**config.mk**
```make
export PLATFORM = sky130hd
export DESIGN_NAME = srw_supervisor
export DESIGN_NICKNAME = d
export VERILOG_FILES = /design/src/rtl/srw_pkg.sv /design/src/rtl/srw_sync_if.sv /design/src/rtl/srw_input_sync.sv /design/src/rtl/srw_supervisor.sv
export SDC_FILE = /design/constraint.sdc
export NUM_CORES = 1
export LEC_CHECK = 0
export ABC_AREA = 1
export BUFFER_PORTS_ARGS = -buffer_cell sky130_fd_sc_hd__buf_2
export CORE_ASPECT_RATIO = 0.8
export CORE_MARGIN = 2
export CORE_UTILIZATION = 65
export CTS_BUF_LIST = sky130_fd_sc_hd__clkbuf_8
export DETAILED_ROUTE_END_ITERATION = 6
export PLACE_DENSITY = 0.82
export SYNTH_ARGS = -nofsm -noshare
export SYNTH_HDL_FRONTEND = slang
export SYNTH_SLANG_ARGS = --single-unit
```
**constraint.sdc**
```tcl
create_clock -name core_clk -period 5.3 [get_ports core_clk]
set_input_delay 1.06 -clock core_clk [delete_from_list [all_inputs] [get_ports core_clk]]
set_output_delay 1.06 -clock core_clk [all_outputs]
set_load 0.1 [all_outputs]
```
**src/rtl/srw_pkg.sv**
```systemverilog
// Purpose: Shared constants for the supervisor reset watchdog block
// Assumes: 20 MHz core clock
// Notes: Times are kept in their own unit; cycle counts derive from them
package srw_pkg;
  localparam int unsigned CLK_HZ = 20000000;
  localparam int unsigned RESET_PULSE_MS = 200;
  localparam int unsigned WDOG_TIMEOUT_MS = 1600;
  localparam int unsigned DEBOUNCE_US = 1000;
  // Longest time rounds down, least time rounds up; both are whole cycles here
  localparam int unsigned RESET_PULSE_CYC = (CLK_HZ / 1000) * RESET_PULSE_MS;
  localparam int unsigned WDOG_TIMEOUT_CYC = (CLK_HZ / 1000) * WDOG_TIMEOUT_MS;
  localparam int unsigned DEBOUNCE_CYC = (CLK_HZ / 1000000) * DEBOUNCE_US;
  localparam int CNT_W = 32;
  localparam logic [CNT_W-1:0] CNT_ZERO = 32'h0000_0000;
  localparam logic [CNT_W-1:0] CNT_ONE = 32'h0000_0001;
  localparam int SYNC_W = 2;
  localparam logic [SYNC_W-1:0] SYNC_IDLE = 2'h3;
  typedef enum logic [1:0] {
    SRW_RST_HOLD = 2'b00,
    SRW_RST_WAIT = 2'b01,
    SRW_RST_RUN = 2'b10
  } srw_rst_state_t;
endpackage

```
**src/rtl/srw_sync_if.sv**
```systemverilog
// Purpose: Carries synchronised input levels between block modules
// Assumes: Single clock domain
// Notes: Sync module drives, core reads
`timescale 1ns/1ns
interface srw_sync_if;
  logic manualResetN;
  logic kick;
  logic supplyLow;
  logic powerFailLow;
  modport src (output manualResetN, output kick, output supplyLow, output powerFailLow);
  modport dst (input manualResetN, input kick, input supplyLow, input powerFailLow);
endinterface

```
**src/rtl/srw_input_sync.sv**
```systemverilog
// Purpose: Two-flop synchronisers for all asynchronous inputs
// Assumes: Inputs may change at any time
// Notes: First stage feeds only the second stage
`timescale 1ns/1ns
module srw_input_sync
  import srw_pkg::*;
(
  // Clock and reset
  input wire logic core_clk,
  input wire logic resetn,
  // Raw pins
  input wire logic manualResetN,
  input wire logic watchdogKick,
  input wire logic supplyLow,
  input wire logic powerFailSense,
  // Synchronised levels
  srw_sync_if.src syncOut
);
  logic [SYNC_W-1:0] mrSync_r;
  logic [SYNC_W-1:0] kickSync_r;
  logic [SYNC_W-1:0] lowSync_r;
  logic [SYNC_W-1:0] pfSync_r;

  // Manual reset and kick reset to their idle levels so no false event at release; supply-low resets high and power-fail sense resets low, both their fault levels
  always_ff @(posedge core_clk or negedge resetn) begin
    if (!resetn) begin
      mrSync_r <= SYNC_IDLE;
      kickSync_r <= '0;
      lowSync_r <= SYNC_IDLE;
      pfSync_r <= '0;
    end else begin
      mrSync_r <= {mrSync_r[0], manualResetN};
      kickSync_r <= {kickSync_r[0], watchdogKick};
      lowSync_r <= {lowSync_r[0], supplyLow};
      pfSync_r <= {pfSync_r[0], powerFailSense};
    end
  end

  assign syncOut.manualResetN = mrSync_r[1];
  assign syncOut.kick = kickSync_r[1];
  assign syncOut.supplyLow = lowSync_r[1];
  assign syncOut.powerFailLow = ~pfSync_r[1];
endmodule

```
**src/rtl/srw_supervisor.sv**
```systemverilog
// Purpose: Supervisor reset generator, watchdog and power-fail flag
// Assumes: Analog comparators outside; their results arrive as digital levels
// Notes: Single free-running clock; long counts are parameters for simulation
`timescale 1ns/1ns
module srw_supervisor
  import srw_pkg::*;
#(
  parameter logic [31:0] RESET_CYC = 32'(srw_pkg::RESET_PULSE_CYC),
  parameter logic [31:0] WDOG_CYC = 32'(srw_pkg::WDOG_TIMEOUT_CYC),
  parameter logic [31:0] DEBOUNCE_CYCLES = 32'(srw_pkg::DEBOUNCE_CYC)
)
(
  // Clock and reset
  input wire logic core_clk,
  input wire logic resetn,
  // Comparator results
  input wire logic supply_low,
  input wire logic power_fail_sense,
  // Host-side pins
  input wire logic manual_reset_n,
  input wire logic watchdog_kick,
  // Outputs
  output logic reset_n,
  output logic reset_p,
  output logic power_fail_flag_n,
  output logic watchdog_expired_n
);
  import srw_pkg::*;

  srw_sync_if syncBus ();
  srw_rst_state_t state_r;
  srw_rst_state_t state_nxt;
  logic [CNT_W-1:0] rstCnt_r;
  logic [CNT_W-1:0] dbCnt_r;
  logic [CNT_W-1:0] wdCnt_r;
  logic mrClean_r;
  logic kickPrev_r;
  logic wdExpired_r;
  logic kickEdge;
  logic triggerHold;
  logic [CNT_W-1:0] chkFree_r;

  // Synchroniser stage; supply_low is expected as a comparator level
  srw_input_sync uSync (
    .core_clk(core_clk),
    .resetn(resetn),
    .manualResetN(manual_reset_n),
    .watchdogKick(watchdog_kick),
    .supplyLow(supply_low),
    .powerFailSense(power_fail_sense),
    .syncOut(syncBus.src)
  );

  // Debounce: the clean level follows the pin only after it stands still.
  // A floating pin is pulled high outside; reset value high treats it as idle.
  always_ff @(posedge core_clk or negedge resetn) begin
    if (!resetn) begin
      dbCnt_r <= CNT_ZERO;
      mrClean_r <= 1'b1;
    end else if (syncBus.manualResetN == mrClean_r) begin
      dbCnt_r <= CNT_ZERO;
    end else if (dbCnt_r >= DEBOUNCE_CYCLES - CNT_ONE) begin
      dbCnt_r <= CNT_ZERO;
      mrClean_r <= syncBus.manualResetN;
    end else begin
      dbCnt_r <= dbCnt_r + CNT_ONE;
    end
  end

  // Causes that hold reset; the watchdog expiry is deliberately absent
  assign triggerHold = syncBus.supplyLow | ~mrClean_r;

  // Reset sequencer next state
  always_comb begin
    state_nxt = state_r;
    case (state_r)
      SRW_RST_HOLD: begin
        if (!triggerHold) begin
          state_nxt = SRW_RST_WAIT;
        end
      end
      SRW_RST_WAIT: begin
        if (triggerHold) begin
          state_nxt = SRW_RST_HOLD;
        end else if (rstCnt_r >= RESET_CYC - CNT_ONE) begin
          state_nxt = SRW_RST_RUN;
        end
      end
      SRW_RST_RUN: begin
        if (triggerHold) begin
          state_nxt = SRW_RST_HOLD;
        end
      end
      default: begin
        state_nxt = SRW_RST_HOLD;
      end
    endcase
  end

  // Sequencer state; starts in hold so power-up gives a full pulse
  always_ff @(posedge core_clk or negedge resetn) begin
    if (!resetn) begin
      state_r <= SRW_RST_HOLD;
    end else begin
      state_r <= state_nxt;
    end
  end

  // Pulse counter; any new trigger restarts it from zero.
  // The entry cycle counts as zero, so release comes exactly RESET_CYC + 1 cycles after the causes clear.
  always_ff @(posedge core_clk or negedge resetn) begin
    if (!resetn) begin
      rstCnt_r <= CNT_ZERO;
    end else if (state_nxt != SRW_RST_WAIT || state_r != SRW_RST_WAIT) begin
      rstCnt_r <= CNT_ZERO;
    end else begin
      rstCnt_r <= rstCnt_r + CNT_ONE;
    end
  end

  // Reset outputs registered from the next state so both flip in the same cycle
  always_ff @(posedge core_clk or negedge resetn) begin
    if (!resetn) begin
      reset_n <= 1'b0;
      reset_p <= 1'b1;
    end else begin
      reset_n <= (state_nxt == SRW_RST_RUN);
      reset_p <= (state_nxt != SRW_RST_RUN);
    end
  end

  // Kick edge detection on the synchronised level
  // Both flops reset low, the host's idle kick level, so release shows no false edge
  always_ff @(posedge core_clk or negedge resetn) begin
    if (!resetn) begin
      kickPrev_r <= 1'b0;
    end else begin
      kickPrev_r <= syncBus.kick;
    end
  end
  assign kickEdge = syncBus.kick ^ kickPrev_r;

  // Watchdog counter; expiry latches until the counter clears again
  // A kick on the last count clears first: it still came inside the timeout
  always_ff @(posedge core_clk or negedge resetn) begin
    if (!resetn) begin
      wdCnt_r <= CNT_ZERO;
      wdExpired_r <= 1'b0;
    end else if (state_r != SRW_RST_RUN || kickEdge) begin
      wdCnt_r <= CNT_ZERO;
      wdExpired_r <= 1'b0;
    end else if (wdCnt_r >= WDOG_CYC - CNT_ONE) begin
      wdExpired_r <= 1'b1;
    end else begin
      wdCnt_r <= wdCnt_r + CNT_ONE;
    end
  end

  // Expiry pin: low on timeout or supply low, bypassing the reset delay
  // Supply term comes from the synchroniser, not the sequencer, so recovery skips the pulse
  always_ff @(posedge core_clk or negedge resetn) begin
    if (!resetn) begin
      watchdog_expired_n <= 1'b0;
    end else begin
      watchdog_expired_n <= ~(wdExpired_r | syncBus.supplyLow);
    end
  end

  // Power-fail flag mirrors the comparator
  always_ff @(posedge core_clk or negedge resetn) begin
    if (!resetn) begin
      power_fail_flag_n <= 1'b0;
    end else begin
      power_fail_flag_n <= ~syncBus.powerFailLow;
    end
  end

  // Checker helper: cycles since every cause cleared, counted apart from the sequencer.
  // It saturates at the pulse length so a long run never wraps into a false match.
  // Only the assertions read it; synthesis may drop it.
  always_ff @(posedge core_clk or negedge resetn) begin
    if (!resetn) begin
      chkFree_r <= CNT_ZERO;
    end else if (triggerHold) begin
      chkFree_r <= CNT_ZERO;
    end else if (chkFree_r != RESET_CYC) begin
      chkFree_r <= chkFree_r + CNT_ONE;
    end
  end
endmodule

```
==> metrics.txt <==
Synth top cells by count 168 x nand2_1, 141 x nor2_1, 107 x dfrtp_1, 60 x nand3_1, 50 x inv_1; area grow syn2layout 12.5%; fin cells 824; Die X 106 microns; yosys warns 0; post-cts resize count 0; Vias/cell 5.32; highest-delay cell along the critical path dfstp_2; Ports 10; final hold violations 0; ratio of cells with drive above 1 in the final layout 10.6%; syn avg cell area 8.27 sq um; drt wl/cell 13.6 microns; number of synthesized flops with an enable pin 0; RSZ-0062 raised after global routing no; Setup crit end kind output port; total gr overflow 0; cell area power density 303 mW/mm^2; area leader, netlist dfrtp_1; Worst-path clk slew 0.07 ns; relative max-transition margin 38.7%; die area 0.00915 sq mm; GPL Wtd Cong 0.957; post-detail-place hpwl 7240 microns; clock sink count 113; initial antenna violation count 0; drt total wl 11200 microns; synth unique cells 32; Clock Path Buffers 2; fill count 594; Critical Path RT 4.24 ns; area occupied by multi-input gates 0.00243 sq mm; worst setup path category flop to output port; worst vdd ir 0.213 mV; DR pass1 iterations 5; GR Util All Layers 27.4%; critical path's largest stage delay 0.52 ns; via count 4386; first-pass GRT wire length 19400 microns; Yosys reg bits 113; CP Data Arrival Time 1.35 ns; crit-path cells buf_2; Post-Place Cells 793; core box area 0.00806 sq mm; ANT cells 0; vias in the first global route 4258; crit start category flop; Sequential Area 0.00284 sq mm; overall power 1860 uW; row count 29; drc violations 0; Final Net Count 713; area share of the largest cell type after synthesis 49.1%; Port Buf Inserts 9; Setup Slack @ Placement 2.94 ns; async set-reset flop share out of synthesis 100%; cts-stage hold buffer count 0; dominant synthesized flop cell dfrtp_1; clk_lat worst skew 0.42 ns; max-cap viol count 0; Initial Util 67.7%; synthesized area 0.00546 sq mm; Final Cycle Share 45.5%; Post-CTS Setup Bufs 0; Hold Crit Class flop to flop; Clock Skews 0.0100 ns; crit-path max FO 1; CP delay by family, top flip-flops; Hold Slack 0.350 ns; Slew @ Worst Pin 0.916 ns; post-synthesis sequential area ratio 52.0%; crit path time final 2.41 ns; crit path buf inv count 1; Mapped Cells 660; post-route setup slack 2.89 ns; Chip Height 86.0 microns; setup TNS 0 ns; Routed Antenna Nets 0; Root Driver clkbuf_8; Final Max Tran Viols 0; largest net degree at the start of global routing 65; fmax 414 MHz; TritonCTS Buffers 17; CTS tree done; final setup violation count 0; outcome finished, final reports clean; H-Tree Depth 4; top-count cell post-synth nand2_1; Synth area leaders dfrtp_1 49%, nand2_1 12%, nor2_1 9.7%, nand3_1 5.5%, xor2_1 5.0%; DR iter-0 viols 293; LEAKAGE 0.00277 uW
[state kept, by name, summed over array words and instances, names as in the netlist, 2 cells and up]
signal and count:
rstCnt_r 32, uSync.lowSync_r 2, uSync.kickSync_r 2, uSync.pfSync_r 2, state_r 2, wdCnt_r 32, uSync.mrSync_r 2, dbCnt_r 32
[final timing paths]
kind	endpoint	slack (ns)	from	cells past startpoint
hold reg to reg	uSync.pfSync_r[1]	0.35	uSync.pfSync_r[0]	0
min in group asynchronous	dbCnt_r[14]	0.71	resetn	1
setup / recovery	reset_p	2.89	reset_p	1
max in group asynchronous	rstCnt_r[11]	3.45	resetn	2
setup reg to reg	rstCnt_r[2]	3.04	rstCnt_r[0]	8
hold / removal	uSync.pfSync_r[1]	0.35	uSync.pfSync_r[0]	0
[layout make-up]
type	count	share of cell area, %
Sequential cell	113	46.2
Multi-Input combinational cell	506	39.6
Clock buffer	23	5.16
Inverter	55	3.38
Clock inverter	8	2.43
Tap cell	108	2.20
Timing Repair Buffer	11	1.02
[report_power, final]
group	internal, uW	leakage, uW	switching [uW]	total, uW
Clock	586	0.000230	343	929
Sequential	881	0.00148	6.76	888
Combinational	6.60	0.00107	37.6	44.2
[routing by layer]
metal / global-route usage [%] / vias up / routed length, microns
met5: 0 / - / 0
met3: 7.52 / 23 / 728
li1: - / 2129 / -
met2: 42.7 / 153 / 5210
met1: 37.0 / 2081 / 5120
met4: 10.9 / 0 / 189
[cells in the final DEF (no fill, tap or decap), types with 4 or more instances in the layout]
cell type and count:
xnor2_1 12, nand2_1 168, buf_2 8, clkbuf_8 23, xor2_1 31, bufinv_16 4
nand2_2 12, nor2_1 141, nand4_1 18, dfstp_2 6, inv_2 4, dfrtp_1 107
conb_1 27, nor3_1 10, nor4_1 4, nand3_1 60, inv_1 50
[per-stage QoR]
stage	utilization, %	area (sq um)
after global placement	70.4	5670
final	76.2	6140
after floorplan	-	5550
after CTS	76.2	6140
after detailed placement	70.4	5670
after global routing	76.2	6140
[logic make-up (layout without fill, tap and decap cells)]
kind of cell             after synthesis  count (layout)  share of synthesized area (%)
XOR/XNOR                              43              43                           6.90
flip-flops                           113             113                           52.0
other                                  1              27                         0.0687
AO/OA/AOI/OAI                          8               8                           1.03
adder cells (fa/ha/maj)                3               3                          0.688
AND/OR/NAND/NOR                      425             425                           34.1
buffers and inverters                 67              97                           5.25
No activity file was read; power rests on OpenSTA's default activity.
